## src/serial_rx_regs.vh

```
// constants for the receive control and status block of the serial unit
// assumes a 16-bit register port; offsets are byte addresses on that port
//
// Contract
// RULE_01 - clearing rx_on leaves all receive status flags as they are
// RULE_02 - with rx_on set, a start bit on the line begins a character
// RULE_03 - software sets mode, fifo control and resets rx fifo before rx_on
// RULE_04 - rx_fault_irq_on gates fault and break requests, valid while rx_irq_on low
// RULE_05 - rx_fault_irq_on high raises fault and break requests with rx_irq_on low
// RULE_06 - fault/break request drops on read-1 then clear, or both enables low
// RULE_07 - ext_clk_select low: internal clock; high: pin is 16x bit-rate clock
// RULE_08 - software sets ext_clk_select before programming the mode register
// RULE_09 - status is 16 bits: counts above, eight flags below in fixed order
// RULE_10 - sticky flags take only 0, and only after being read as 1
// RULE_11 - frame and parity flags are read-only
// RULE_12 - reset loads status with 0x0060
// RULE_13 - bits 15..12 count parity-faulty bytes in the rx fifo
// RULE_14 - bits 11..8 count frame-faulty bytes in the rx fifo
// RULE_15 - counts wrap: sixteen faulty bytes read as zero
// RULE_16 - a zero first stop bit sets rx_fault_sticky; the code does not set it when an all-zero character is taken as a break
// RULE_17 - parity mismatch against even/odd setting sets rx_fault_sticky
// RULE_18 - faulty characters still enter the fifo, reception continues
// RULE_19 - frame and parity flags describe the byte at the fifo head
// RULE_20 - tx_done_flag shows the transmitter ran dry after a character
// RULE_21 - rx_irq_on gates data, fault and break/overrun requests
// RULE_22 - error counts follow fifo contents and clear on fifo reset
`ifndef SERIAL_RX_REGS_VH
`define SERIAL_RX_REGS_VH
// register offsets
`define CONTROL_REG_OFS 8'h00
`define STATUS_REG_OFS 8'h04
`define MODE_REG_OFS 8'h08
`define FIFO_CTRL_REG_OFS 8'h0C
`define RX_FIFO_OFS 8'h10
`define LINE_STAT_REG_OFS 8'h14
// writable masks and reset values
`define CONTROL_MASK 16'h00FA
`define MODE_MASK 16'h0078
`define FIFO_CTRL_MASK 16'h00C2
`define STATUS_RESET 16'h0060
// control bits
`define TX_ON_BIT 5
`define RX_IRQ_ON_BIT 6
`define RX_ON_BIT 4
`define RX_FAULT_IRQ_ON_BIT 3
`define EXT_CLK_SELECT_BIT 1
// mode bits
`define CHAR7_BIT 6
`define PARITY_ON_BIT 5
`define PARITY_ODD_BIT 4
// fifo control bits
`define RX_FIFO_RESET_BIT 1
// status flag positions
`define FAULT_POS 7
`define TX_DONE_POS 6
`define TX_LOW_POS 5
`define BREAK_POS 4
`define FRAME_POS 3
`define PARITY_POS 2
`define RX_FULL_POS 1
`define IDLE_DATA_POS 0
// flags that software may clear
`define CLEARABLE_MASK 8'hF3
// idle time before the idle-data flag, in 16x ticks
`define IDLE_TICKS 8'd160
`endif

```

## src/serial_rx_status.v

```verilog
// receive control and status for the serial unit: receiver, rx fifo,
// sticky flags and interrupt requests
// assumes a single-cycle register port on REF_CLK and pins from outside
`timescale 1ns/1ns
`include "serial_rx_regs.vh"

module serial_rx_status #(
  parameter BAUD_DIV = 68,
  parameter DEPTH_LOG = 4
) (
  input wire REF_CLK,
  input wire RESETN,
  input wire [7:0] ADDR,
  input wire [15:0] WDATA,
  input wire WR,
  input wire RD,
  output reg [15:0] RDATA,
  input wire RXD,
  input wire SERIAL_CLK_PIN,
  input wire TX_DONE_SET,
  input wire TX_LOW_SET,
  output reg RX_DATA_IRQ,
  output reg RX_FAULT_IRQ,
  output reg BREAK_IRQ
);

  localparam DEPTH = 1 << DEPTH_LOG;
  localparam S_IDLE = 3'd0;
  localparam S_START = 3'd1;
  localparam S_BITS = 3'd2;
  localparam S_STOP = 3'd3;
  localparam S_BRK = 3'd4;

  // ----------------------------------------------------------------
  // pin synchronisers
  // ----------------------------------------------------------------
  reg [1:0] rxd_sync_q;
  reg [1:0] sck_sync_q;
  reg sck_prev_q;
  wire rxd_s = rxd_sync_q[1];

  // two flops per pin; only the second stage is looked at
  always @(posedge REF_CLK) begin
    if (!RESETN) begin
      rxd_sync_q <= 2'b11;
      sck_sync_q <= 2'b00;
      sck_prev_q <= 1'b0;
    end else begin
      rxd_sync_q <= {rxd_sync_q[0], RXD};
      sck_sync_q <= {sck_sync_q[0], SERIAL_CLK_PIN};
      sck_prev_q <= sck_sync_q[1];
    end
  end

  // ----------------------------------------------------------------
  // registers
  // ----------------------------------------------------------------
  reg [15:0] control_reg_q;
  reg [15:0] mode_reg_q;
  reg [15:0] fifo_ctrl_reg_q;
  reg [7:0] flags_q;
  reg [7:0] armed_q;
  reg overrun_flag_q;
  reg overrun_armed_q;

  wire rx_on = control_reg_q[`RX_ON_BIT];
  wire rx_irq_on = control_reg_q[`RX_IRQ_ON_BIT];
  wire rx_fault_irq_on = control_reg_q[`RX_FAULT_IRQ_ON_BIT];
  wire ext_clk_select = control_reg_q[`EXT_CLK_SELECT_BIT];
  wire char7 = mode_reg_q[`CHAR7_BIT];
  wire parity_on = mode_reg_q[`PARITY_ON_BIT];
  wire parity_odd = mode_reg_q[`PARITY_ODD_BIT];
  wire fifo_rst = fifo_ctrl_reg_q[`RX_FIFO_RESET_BIT];

  wire wr_ctl = WR && (ADDR == `CONTROL_REG_OFS);
  wire wr_st = WR && (ADDR == `STATUS_REG_OFS);
  wire wr_mode = WR && (ADDR == `MODE_REG_OFS);
  wire wr_fctl = WR && (ADDR == `FIFO_CTRL_REG_OFS);
  wire wr_line = WR && (ADDR == `LINE_STAT_REG_OFS);
  wire rd_st = RD && (ADDR == `STATUS_REG_OFS);
  wire rd_fifo = RD && (ADDR == `RX_FIFO_OFS);
  wire rd_line = RD && (ADDR == `LINE_STAT_REG_OFS);

  // ----------------------------------------------------------------
  // 16x tick source
  // ----------------------------------------------------------------
  reg [15:0] div_q;
  wire int_tick = (div_q == BAUD_DIV[15:0] - 16'd1);
  wire ext_tick = sck_sync_q[1] & ~sck_prev_q;
  // internal divider or rising edge of the 16x pin clock
  wire tick = ext_clk_select ? ext_tick : int_tick; // RULE_07

  always @(posedge REF_CLK) begin
    if (!RESETN || int_tick) begin
      div_q <= 16'h0000;
    end else begin
      div_q <= div_q + 16'h0001;
    end
  end

  // ----------------------------------------------------------------
  // receiver
  // ----------------------------------------------------------------
  reg [2:0] state_q;
  reg [3:0] tck_q;
  reg [3:0] idx_q;
  reg [8:0] sh_q;
  reg push;
  reg push_fer;
  reg push_per;
  reg brk_set;
  reg [7:0] push_data;
  wire [3:0] ndata = char7 ? 4'd7 : 4'd8;
  wire [3:0] nbits = parity_on ? ndata + 4'd1 : ndata;
  wire [7:0] dmask = char7 ? 8'h7F : 8'hFF;
  wire [7:0] rdata8 = sh_q[7:0] & dmask;
  wire par_bit = char7 ? sh_q[7] : sh_q[8];
  // ones in data plus parity must match even or odd choice
  wire par_bad = parity_on & ((^rdata8 ^ par_bit) != parity_odd); // RULE_17

  // stop-bit and parity verdicts at the first stop sample
  always @* begin
    push = 1'b0;
    push_fer = 1'b0;
    push_per = 1'b0;
    brk_set = 1'b0;
    push_data = rdata8;
    if (state_q == S_STOP && tick && tck_q == 4'd15) begin
      push_fer = ~rxd_s; // RULE_16
      push_per = par_bad;
      // a framed all-zero character on a low line is a break, not data
      if (push_fer && rdata8 == 8'h00 && !rxd_s) begin
        brk_set = 1'b1;
      end else begin
        push = 1'b1; // RULE_18
      end
    end
  end

  // dropping rx_on only parks the receiver; flags are left alone
  always @(posedge REF_CLK) begin
    if (!RESETN) begin
      state_q <= S_IDLE;
      tck_q <= 4'h0;
      idx_q <= 4'h0;
      sh_q <= 9'h000;
    end else if (!rx_on) begin
      state_q <= S_IDLE; // RULE_01
    end else if (tick) begin
      tck_q <= tck_q + 4'h1;
      case (state_q)
        S_IDLE: begin
          tck_q <= 4'h0;
          if (!rxd_s) begin
            state_q <= S_START; // RULE_02
          end
        end
        S_START: begin
          // mid start bit: a high line means a glitch
          if (tck_q == 4'd7) begin
            tck_q <= 4'h0;
            idx_q <= 4'h0;
            sh_q <= 9'h000;
            state_q <= rxd_s ? S_IDLE : S_BITS;
          end
        end
        S_BITS: begin
          if (tck_q == 4'd15) begin
            sh_q[idx_q] <= rxd_s;
            idx_q <= idx_q + 4'h1;
            if (idx_q == nbits - 4'd1) begin
              state_q <= S_STOP;
            end
          end
        end
        S_STOP: begin
          // only the first stop bit is checked
          if (tck_q == 4'd15) begin
            state_q <= brk_set ? S_BRK : S_IDLE; // RULE_16
          end
        end
        S_BRK: begin
          if (rxd_s) begin
            state_q <= S_IDLE;
          end
        end
        default: begin
          state_q <= S_IDLE;
        end
      endcase
    end
  end

  // ----------------------------------------------------------------
  // rx fifo with per-byte fault bits
  // ----------------------------------------------------------------
  reg [9:0] mem [0:DEPTH-1];
  reg [DEPTH_LOG-1:0] wp_q;
  reg [DEPTH_LOG-1:0] rp_q;
  reg [DEPTH_LOG:0] cnt_q;
  reg [3:0] per_cnt_q;
  reg [3:0] fer_cnt_q;
  wire empty = (cnt_q == 0);
  wire full = (cnt_q == DEPTH);
  wire do_push = push && !full && !fifo_rst;
  wire do_pop = rd_fifo && !empty && !fifo_rst;
  wire [9:0] head = mem[rp_q];
  wire head_fer = ~empty & head[8]; // RULE_19
  wire head_per = ~empty & head[9]; // RULE_19
  wire pop_fer = do_pop & head[8];
  wire pop_per = do_pop & head[9];

  always @(posedge REF_CLK) begin
    if (do_push) begin
      mem[wp_q] <= {push_per, push_fer, push_data};
    end
  end

  // counts wrap at sixteen, so a full fifo of faults reads zero
  always @(posedge REF_CLK) begin
    if (!RESETN || fifo_rst) begin
      wp_q <= {DEPTH_LOG{1'b0}};
      rp_q <= {DEPTH_LOG{1'b0}};
      cnt_q <= {(DEPTH_LOG+1){1'b0}};
      per_cnt_q <= 4'h0; // RULE_22
      fer_cnt_q <= 4'h0; // RULE_22
    end else begin
      if (do_push) begin
        wp_q <= wp_q + 1'b1;
      end
      if (do_pop) begin
        rp_q <= rp_q + 1'b1;
      end
      cnt_q <= cnt_q + {{DEPTH_LOG{1'b0}}, do_push} - {{DEPTH_LOG{1'b0}}, do_pop};
      per_cnt_q <= per_cnt_q + {3'b000, do_push & push_per} - {3'b000, pop_per}; // RULE_13
      fer_cnt_q <= fer_cnt_q + {3'b000, do_push & push_fer} - {3'b000, pop_fer}; // RULE_14
    end
  end

  // ----------------------------------------------------------------
  // idle-data timer and trigger level
  // ----------------------------------------------------------------
  reg [7:0] idle_q;
  reg [4:0] trig;
  wire idle_hit = (idle_q == `IDLE_TICKS - 8'd1) && tick;

  always @* begin
    case (fifo_ctrl_reg_q[7:6])
      2'b00: trig = 5'd1;
      2'b01: trig = 5'd4;
      2'b10: trig = 5'd8;
      default: trig = 5'd14;
    endcase
  end

  // counts quiet line time while any byte waits in the fifo, whatever the trigger
  always @(posedge REF_CLK) begin
    if (!RESETN || state_q != S_IDLE || empty || idle_hit) begin
      idle_q <= 8'h00;
    end else if (tick) begin
      idle_q <= idle_q + 8'h01;
    end
  end

  // ----------------------------------------------------------------
  // status flags: set wins over clear
  // ----------------------------------------------------------------
  reg [7:0] set_v;
  reg [7:0] clr_v;
  wire [7:0] status_lo = {flags_q[7:4], head_fer, head_per, flags_q[1:0]};
  wire [15:0] status_init = `STATUS_RESET;

  always @* begin
    set_v = 8'h00;
    set_v[`FAULT_POS] = push & (push_fer | push_per);
    set_v[`TX_DONE_POS] = TX_DONE_SET | ~control_reg_q[`TX_ON_BIT]; // RULE_20
    set_v[`TX_LOW_POS] = TX_LOW_SET;
    set_v[`BREAK_POS] = brk_set;
    set_v[`RX_FULL_POS] = (cnt_q >= trig);
    set_v[`IDLE_DATA_POS] = idle_hit;
    // a zero clears only a flag armed by an earlier read of one
    clr_v = wr_st ? (~WDATA[7:0] & armed_q & `CLEARABLE_MASK) : 8'h00; // RULE_10
  end

  // frame and parity bits are never stored, so writes cannot touch them
  always @(posedge REF_CLK) begin
    if (!RESETN) begin
      flags_q <= status_init[7:0]; // RULE_12
      armed_q <= 8'h00;
      overrun_flag_q <= 1'b0;
      overrun_armed_q <= 1'b0;
    end else begin
      flags_q <= ((flags_q & ~clr_v) | set_v) & `CLEARABLE_MASK; // RULE_11
      if (rd_st) begin
        armed_q <= status_lo & `CLEARABLE_MASK;
      end else if (wr_st) begin
        armed_q <= 8'h00;
      end
      if (push && full) begin
        overrun_flag_q <= 1'b1;
      end else if (wr_line && !WDATA[0] && overrun_armed_q) begin
        overrun_flag_q <= 1'b0; // RULE_06
      end
      if (rd_line) begin
        overrun_armed_q <= overrun_flag_q;
      end else if (wr_line) begin
        overrun_armed_q <= 1'b0;
      end
    end
  end

  // ----------------------------------------------------------------
  // control, mode and fifo control writes
  // ----------------------------------------------------------------
  // software is expected to fix mode and reset the fifo before rx_on
  always @(posedge REF_CLK) begin
    if (!RESETN) begin
      control_reg_q <= 16'h0000;
      mode_reg_q <= 16'h0000;
      fifo_ctrl_reg_q <= 16'h0000;
    end else begin
      if (wr_ctl) begin
        control_reg_q <= WDATA & `CONTROL_MASK;
      end
      if (wr_mode) begin
        mode_reg_q <= WDATA & `MODE_MASK;
      end
      if (wr_fctl) begin
        fifo_ctrl_reg_q <= WDATA & `FIFO_CTRL_MASK;
      end
    end
  end

  // ----------------------------------------------------------------
  // interrupt requests
  // ----------------------------------------------------------------
  // either enable passes fault and break, so they survive rx_irq_on low
  wire fault_gate = rx_irq_on | rx_fault_irq_on; // RULE_04 RULE_05

  always @(posedge REF_CLK) begin
    if (!RESETN) begin
      RX_DATA_IRQ <= 1'b0;
      RX_FAULT_IRQ <= 1'b0;
      BREAK_IRQ <= 1'b0;
    end else begin
      RX_DATA_IRQ <= rx_irq_on & (flags_q[`RX_FULL_POS] | flags_q[`IDLE_DATA_POS]); // RULE_21
      RX_FAULT_IRQ <= fault_gate & flags_q[`FAULT_POS]; // RULE_06
      BREAK_IRQ <= fault_gate & (flags_q[`BREAK_POS] | overrun_flag_q); // RULE_21
    end
  end

  // ----------------------------------------------------------------
  // read data, one cycle after the strobe
  // ----------------------------------------------------------------
  always @(posedge REF_CLK) begin
    if (!RESETN || !RD) begin
      RDATA <= 16'h0000;
    end else begin
      case (ADDR)
        `CONTROL_REG_OFS: RDATA <= control_reg_q;
        `STATUS_REG_OFS: RDATA <= {per_cnt_q, fer_cnt_q, status_lo}; // RULE_09 RULE_15
        `MODE_REG_OFS: RDATA <= mode_reg_q;
        `FIFO_CTRL_REG_OFS: RDATA <= fifo_ctrl_reg_q;
        `RX_FIFO_OFS: RDATA <= {8'h00, head[7:0] & {8{~empty}}};
        `LINE_STAT_REG_OFS: RDATA <= {15'h0000, overrun_flag_q};
        default: RDATA <= 16'h0000;
      endcase
    end
  end

endmodule // serial_rx_status

```

## config.mk

```make
export PLATFORM = sky130hd
export DESIGN_NAME = serial_rx_status
export DESIGN_NICKNAME = d
export VERILOG_FILES = /design/src/serial_rx_status.v
export VERILOG_INCLUDE_DIRS = /design/src /design/src/src
export SDC_FILE = /design/constraint.sdc
export NUM_CORES = 1
export LEC_CHECK = 0
export BUFFER_PORTS_ARGS = -buffer_cell sky130_fd_sc_hd__buf_2
export CORE_ASPECT_RATIO = 0.75
export CORE_MARGIN = 3
export CORE_UTILIZATION = 25
export CTS_CLUSTER_SIZE = 30
export DETAILED_ROUTE_END_ITERATION = 12
export GPL_TIMING_DRIVEN = 0
export RECOVER_POWER = 50
export SYNTH_ARGS = -nofsm -noshare
export SYNTH_HDL_FRONTEND = slang
export SYNTH_SLANG_ARGS = --single-unit
```

## constraint.sdc

```tcl
create_clock -name REF_CLK -period 4.6 [get_ports REF_CLK]
set_clock_uncertainty 0.15 [all_clocks]
set_input_delay 0.92 -clock REF_CLK [delete_from_list [all_inputs] [get_ports REF_CLK]]
set_output_delay 0.92 -clock REF_CLK [all_outputs]
set_load 0.01 [all_outputs]
```

==> results list, run 1 <==
* Clock tree buffer depth: 3
* Num rows: 68
- Buffers placed on the I/O ports in this run total 40.
- Element type at the critical path start: register
- Vias in the first global route: 7599
* Max IR drop VDD: 0.000265 V
- Measured along the x axis, the die boundary spans 259 microns.
- Total power divided by cell area: 350 nW/um^2
* Util after Layout: 29.7%
* CP Capture Point: mem[8][3]$_DFFE_PP_
* Synthesis-stage register bit count: 280
- Number of distinct library cells after synthesis: 68
* Total number of vias: 7974
* Clock Sinks: 280
- FMAX: 0.236 GHz
* Half-perimeter wire length after placement: 21.4 mm
- The cell count after synthesis came out at 948.
* Cell Count, Final, Fillers Out: 1672
- The count of pins over their slew limit is 0.
- Async SR Flop Fraction: 0%
* Placer's final routability congestion estimate: 0.826
- Via density: 4.77
- Placed instance count: 1622
- The top cell types in the final layout, fill and taps aside, are 160 x sky130_fd_sc_hd__edfxtp_1, 120 x sky130_fd_sc_hd__dfxtp_1, 75 x sky130_fd_sc_hd__nor2_1, 56 x sky130_fd_sc_hd__clkbuf_1, 55 x sky130_fd_sc_hd__a21oi_1.
- In this run the critical register-to-register path is launched from div_q[0]$_SDFF_PP0_.
- The final layout contains routed wiring with a total length of 31.0 mm.
- Die Y-Extent: 196 microns
- Measured against its own limit, the worst slew margin works out to 0.530%.
* Initial cell density of the core: 25.7%
- The first detailed-routing pass ran for 5 iterations.
- Ports: 51
* Placeable Area: 46800 sq um
- RSZ-0062 raised after global routing: no
- The number of antenna violations at the first check in global routing came to 0.
- Final total negative setup slack: 0 ns
* Cell area after technology mapping: 12000 sq um
- In the routed design, unresolved DRC markers number 0.
- STA puts the critical path data required time at 4.60 ns.
* Crit path capture type: register
- Quantity of hold-fixing buffers added after cts: 0
* Worst-case reg-to-reg path depth: 7
- Result of the run: finished with violations
- The worst path in the final design needs a cycle of 4.24 ns, including I/O delays and setup.
* Global Route Usage Sum: 12.0%
- Final Hold Violating Endpoints: 0
- The most critical setup path has its startpoint at div_q[0]$_SDFF_PP0_.
- Area of the die: 50800 sq um
* Worst Hold Class: register to register
- The tree is rooted in a sky130_fd_sc_hd__clkbuf_16.
* Detail-routed net length per standard cell: 18.5 microns
- Post-CTS repair timing setup buffer count: 0
* Cell leakage power: 4.05 nW
- Across all register-to-register paths, the minimum setup slack is 0.36 ns.
- Cts bufs inserted: 26
* Clock transition at the registers of the reported paths: 0.07 ns
* Mapped Avg Cell Area: 12.7 sq um
- Of the available clock period, the critical path in the final layout requires 92.1%.
- Leading cell type in the layout, fill and taps excluded: sky130_fd_sc_hd__edfxtp_1
- Clock insertion delay at the later pin of the skew report: 0.57 ns
- Antenna diode count: 0
* Number of synthesis warnings: 0
- # nets final: 1093
- Setup-failing EPs final: 0
- Number of instances resized during post-cts repair: 0
- Entering global routing, the biggest net connects 19 pins.
* Global route overflow: 0
- After synthesis, flip-flops and latches occupy 59.9% of the total area.
- Biggest fanout along the worst timing path: 10
* Layout area overhead: 15.5%
- In this run, the number of DRC markers left after iteration 0 of detailed routing was 1056.
- Cells with a size suffix above 1 make up 13.6% of the layout.
- The number of nets in the synthesized netlist is 1019.
* WP data arrival: 4.24 ns
* Number of flops mapped to enable cells by yosys: 160
* Worst flop-to-flop path endpoint: mem[8][3]$_DFFE_PP_
* Deepest level of the CTS H-tree: 1
* Clock tree from TritonCTS: done
- The critical path is of the register to register type.
* Global-route wire length before repair: 46.9 mm
- Power after layout: 4.87 mW
* Number of nets still failing antenna checks after routing: 0
- Reported max-cap violation count: 1
- Most used flip-flop cell after synthesis: sky130_fd_sc_hd__edfxtp_1
- Violations in the final reports: capacitance limit
* Worst slew pin tran: 1.49 ns
per-stage QoR:
step | setup WS, ns | cell area [sq um] | hold slack, ns
floorplan | 1.12 | 12000 | 0.236
global placement | 0.0341 | 13000 | 0.244
detailed placement | 0.486 | 13100 | 0.242
CTS | 0.478 | 13900 | 0.258
global route | 0.150 | 13900 | 0.287
finish | 0.364 | 13900 | 0.256
layout make-up:
class	count	area [sq um]
multi-input combinational	575	4450
clock buffer	34	711
fill	4779	32900
tap	630	788
inverter	45	169
buffer	48	199
timing repair buffer	46	239
clock inverter	14	139
sequential	280	7210
cell usage after synthesis, drive strengths merged (5+ instances only):
cell    instances  area [sq um]
a21oi          55           275
a22oi           7          52.6
and2           16           103
and3            7          43.8
buf            21           103
clkbuf         27           101
dfxtp         120          2400
edfxtp        160          4800
ha             36           450
inv            45           169
mux2i          15           150
mux4           47          1060
nand2          52           195
nand2b         14          87.6
nand3          37           185
nand3b          5          37.5
nand4          22           138
nand4b          5          58.8
nor2           76           285
nor2b           5          31.3
nor3           23           115
nor4            8          50.1
o21ai          33           169
o22ai           8          50.1
o31ai           7          52.6
or3            16           100
xnor2          17           149
xor2           14           123
worst min path at each step:
stage                                         from                  endpoint  slack (ns)  cells after the start
after global routing      rxd_sync_q[0]$_SDFF_PN1_  rxd_sync_q[1]$_SDFF_PN1_        0.29                      1
after detailed placement  rxd_sync_q[0]$_SDFF_PN1_  rxd_sync_q[1]$_SDFF_PN1_        0.24                      1
final                     rxd_sync_q[0]$_SDFF_PN1_  rxd_sync_q[1]$_SDFF_PN1_        0.26                      1
after global placement    rxd_sync_q[0]$_SDFF_PN1_  rxd_sync_q[1]$_SDFF_PN1_        0.24                      1
after floorplan           rxd_sync_q[0]$_SDFF_PN1_  rxd_sync_q[1]$_SDFF_PN1_        0.24                      1
after CTS                 rxd_sync_q[0]$_SDFF_PN1_  rxd_sync_q[1]$_SDFF_PN1_        0.26                      1
report_power, final:
part,leakage (nW),switching [mW],internal [mW]
sequential,2.07,0.00293,2.62
combinational,1.56,0.0434,0.0187
clock,0.422,0.977,1.21
worst max-delay path: stages (launching register included):
cell	delay [ns]
sky130_fd_sc_hd__dfxtp_1	0.36
sky130_fd_sc_hd__ha_1	0.30
sky130_fd_sc_hd__and4bb_1	0.23
sky130_fd_sc_hd__nand4_1	0.21
sky130_fd_sc_hd__o21ai_2	0.48
sky130_fd_sc_hd__clkbuf_1	0.55
sky130_fd_sc_hd__nand4_1	0.37
sky130_fd_sc_hd__nor2_1	1.16
registers in the layout, indices dropped and copies added, names as in the netlist, 6 cells and up, named ones only:
signal / flops
RDATA: 16
sh_q: 9
mem: 160
flags_q: 6
div_q: 16
armed_q: 6
control_reg_q: 6
idle_q: 8
cells by family after synthesis:
logic type | count (synthesis) | synth area share, %
adder cells (fa/ha/maj) | 39 | 4.24
multiplexers | 66 | 10.4
XOR/XNOR | 31 | 2.26
buffers and inverters | 93 | 3.10
AO/OA/AOI/OAI | 137 | 6.81
AND/OR/NAND/NOR | 302 | 13.3
flip-flops | 280 | 59.9
metal layers:
metal,vias up,GRT usage [%],routed length (microns)
met3,38,2.93,2670
met5,-,0,0
met1,3973,18.9,15500
met2,297,16.5,12400
li1,3666,-,-
met4,0,2.20,390
(Power assumes the default switching activity.)
==> inputs of run 2 (changes only) <==
--- a/config.mk
+++ b/config.mk
@@ -12,8 +12,8 @@
 export CORE_UTILIZATION = 25
 export CTS_CLUSTER_SIZE = 30
 export DETAILED_ROUTE_END_ITERATION = 12
-export GPL_TIMING_DRIVEN = 0
 export RECOVER_POWER = 50
+export SETUP_SLACK_MARGIN = 0.02
 export SYNTH_ARGS = -nofsm -noshare
 export SYNTH_HDL_FRONTEND = slang
 export SYNTH_SLANG_ARGS = --single-unit
==> results list, run 2 (synthesis results as in run 1) <==
- The post-placement cell area was 13100 sq um (-0.23%).
- Classification of the worst setup path: register to register
* Final Hold Violating Endpoints: 0 (unchanged)
* # nets final: 1072 (-1.9%)
* Clock insertion delay at the later pin of the skew report: 0.57 ns (about the same)
- Clock root buffer: sky130_fd_sc_hd__clkbuf_16
- The number of port buffers is 41 (+2.5%).
* Total number of vias: 7763 (-2.6%)
- The worst hold path begins at rxd_sync_q[0]$_SDFF_PN1_.
- The height of the die was 196 microns (unchanged).
- Layout area overhead: 16.5%
* Max IR drop VDD: 0.000251 V (-5.1%)
- Worst Hold Class: register to register
- The detail-routed via count per cell was 4.70 (-1.5%).
- Antenna diode count: 0 (unchanged)
* Placeable Area: 46800 sq um (unchanged)
- Max FFs per register: 160 (unchanged)
- The finished layout cell area was 14000 sq um (+0.92%).
- The area of the die is 50800 sq um (unchanged).
- In this run the critical register-to-register path is launched from sh_q[6]$_SDFFE_PN0P_.
- The setup-violating endpoint count in the final report came to 0 (unchanged).
- The max capacitance violation total came to 2 (+1).
- TritonCTS built the clock tree.
- The worst setup path is captured at a register.
- Final Critical Period: 3.86 ns (-0.378 ns)
- Violations in the final reports: capacitance limit, slew limit
* Met1 track demand over resource: 18.1% (-0.83 points)
* Crit-path slowest cell: sky130_fd_sc_hd__clkbuf_1
- Layer with the highest usage after global routing: met1
- Quantity of hold-fixing buffers added after cts: 0 (unchanged)
- Floorplan die width: 259 microns (unchanged)
- In this run the critical register-to-register path is captured at per_cnt_q[2]$_SDFF_PP0_.
- M3 GR Usage: 3.26% (+0.34 points)
- The number of antenna violations at the first check in global routing is 0 (unchanged).
* FMAX: 0.259 GHz (+9.8%)
* Util after Layout: 30.0% (+0.27 points)
- The number of cell rows is 68 (unchanged).
- Ports: 51 (unchanged)
* Leading cell type in the layout, fill and taps excluded: sky130_fd_sc_hd__edfxtp_1
- Placer's final routability congestion estimate: 0.769 (-6.8%)
* Global route overflow: 0 (unchanged)
- The worst relative slew slack came to -7.52% (-8.0 points).
- Among the stages of the critical path, the cell type that occurs most often is sky130_fd_sc_hd__ha_1.
- Ranked by flip-flop count, first place goes to mem.
- Clock Sinks: 280 (unchanged)
- Element type at the critical path start: register
* Reg2Reg Setup Slack: 0.74 ns (+0.38 ns)
- The library cells used most frequently in the layout, excluding fill and tap cells, are 160 x sky130_fd_sc_hd__edfxtp_1, 119 x sky130_fd_sc_hd__dfxtp_1, 76 x sky130_fd_sc_hd__nor2_1, 55 x sky130_fd_sc_hd__a21oi_1, 52 x sky130_fd_sc_hd__nand2_1.
- Period Utilization, post-route: 83.9% (-8.2 points)
- The path with the worst hold slack has its endpoint at rxd_sync_q[1]$_SDFF_PN1_.
* Total routed wirelength: 29.2 mm (-5.8%)
- The peak per-stage delay on the critical path was 0.59 ns (-0.57 ns).
* WP data arrival: 4.11 ns (-0.13 ns)
- Post-CTS repair timing setup buffer count: 0 (unchanged)
* Global-route wire length before repair: 45.2 mm (-3.6%)
* Number of instances resized during post-cts repair: 0 (unchanged)
- The reported leakage power was 4.13 nW (+1.9%).
- Half-perimeter wire length after placement: 19.8 mm (-7.5%)
- RSZ-0062 raised after global routing: no
- Pin count of the biggest net entering global routing: 44 (+25)
- The number of optimization iterations in the first detailed-route pass is 5 (unchanged).
- Regs by FF count: mem x160, RDATA x16, div_q x16
- Routing usage on met2: 15.5% (-1.0 points)
* Number of nets still failing antenna checks after routing: 0 (unchanged)
* First-iteration detailed-routing DRC count: 719 (-32%)
* Vias in the first global route: 7379 (-2.9%)
- The count of pins over their slew limit came to 76 (+76).
- Result of the run: finished with violations
- The number of cells traversed by the worst register-to-register path was 15 (+8).
- The fraction of final layout cells sized beyond drive strength 1 is 15.2% (+1.5 points).
- The remaining design rule violation count is 0 (unchanged).
- The slew at the pin closest to its max-slew limit is 1.61 ns (+0.125 ns).
* Total power divided by cell area: 370 nW/um^2 (+5.7%)
* Clock tree buffer depth: 3 (unchanged)
- Clock transition at the registers of the reported paths: 0.07 ns (about the same)
* Final total negative setup slack: 0 ns (unchanged)
- The effective utilization at floorplan came to 25.7% (unchanged).
- The global router's overall resource usage is 11.5% (-0.54 points).
- Cts bufs inserted: 27 (+3.8%)
* Worst hold path depth: 1 (unchanged)
* Detail-routed net length per standard cell: 17.6 microns (-4.7%)
- The total power came to 5.19 mW (+6.7%).
- Walking the worst path, the cells encountered are clkbuf_1, inv_1, ha_1, and4_1, a21o_1, nor3_1, buf_4, nand3_1, or2_2, ha_1, inv_1, ha_1, fa_1, xnor2_1, nor2_1.
- Biggest fanout along the worst timing path: 18 (+8)
* Deepest level of the CTS H-tree: 1 (unchanged)
- Worst Path Required: 4.86 ns (+0.26 ns)
==> run 2: changes by cell type in the layout (fill, tap and decap cells not counted), sizes merged <==
cell,change
buf,+3
clkbuf,-23
clkinv,-2
clkinvlp,-2
bufinv,+4
==> run 2: worst max-delay path by stage <==
| stage | start | end | slack [ns] | cells after the start |
|---|---|---|---|---|
| after floorplan | ADDR[0] | cnt_q[4]$_SDFF_PP0_ | 1.12 | 14 |
| after CTS | sh_q[3]$_SDFFE_PN0P_ | cnt_q[4]$_SDFF_PP0_ | 0.85 | 17 |
| after global routing | sh_q[6]$_SDFFE_PN0P_ | cnt_q[4]$_SDFF_PP0_ | 0.49 | 18 |
| after global placement | ADDR[0] | cnt_q[4]$_SDFF_PP0_ | 0.66 | 15 |
| after detailed placement | ADDR[0] | cnt_q[4]$_SDFF_PP0_ | 0.66 | 15 |
| final | sh_q[6]$_SDFFE_PN0P_ | per_cnt_q[2]$_SDFF_PP0_ | 0.74 | 15 |
==> run 2: cell type report <==
| cell class | instances | area (sq um) |
|---|---|---|
| Inverter | 45 | 169 |
| Tap cell | 630 | 788 |
| Clock inverter | 14 | 234 |
| Fill cell | 4725 | 32800 |
| Sequential cell | 280 | 7210 |
| Multi-Input combinational cell | 575 | 4460 |
| Clock buffer | 36 | 781 |
| Timing Repair Buffer | 72 | 390 |
==> run 2: per-layer routing <==
layer / wire length, microns / part of all wire [%]
met3: 2590 / 8.9
met5: 0 / 0
met1: 14700 / 50
met4: 408 / 1.4
met2: 11500 / 39
==> run 2: critical path, delay by kind of cell (launching register included) <==
kind                       cells  cell delay, ns
adders and majority gates      4            1.08
buffers and inverters          4            0.91
and+or+nand+nor                5            0.87
DFF                            1            0.32
AOI/OAI and AO/OA              1            0.20
xor gates and xnor gates       1            0.17
==> run 2: stage by stage <==
stage               worst slack (ns)  instances  hold WS [ns]
CTS                            0.853       1652         0.267
global placement               0.658       1602         0.254
detailed placement             0.656       1602         0.251
global route                   0.489       1652         0.282
floorplan                       1.12        948         0.236
finish                         0.742       1652         0.261
==> run 2: where the power goes <==
group	switching, mW	leakage, nW	total (mW)	internal (mW)
combinational	0.0414	1.57	0.0594	0.0181
clock	0.975	0.498	2.51	1.53
sequential	0.00402	2.07	2.63	2.62
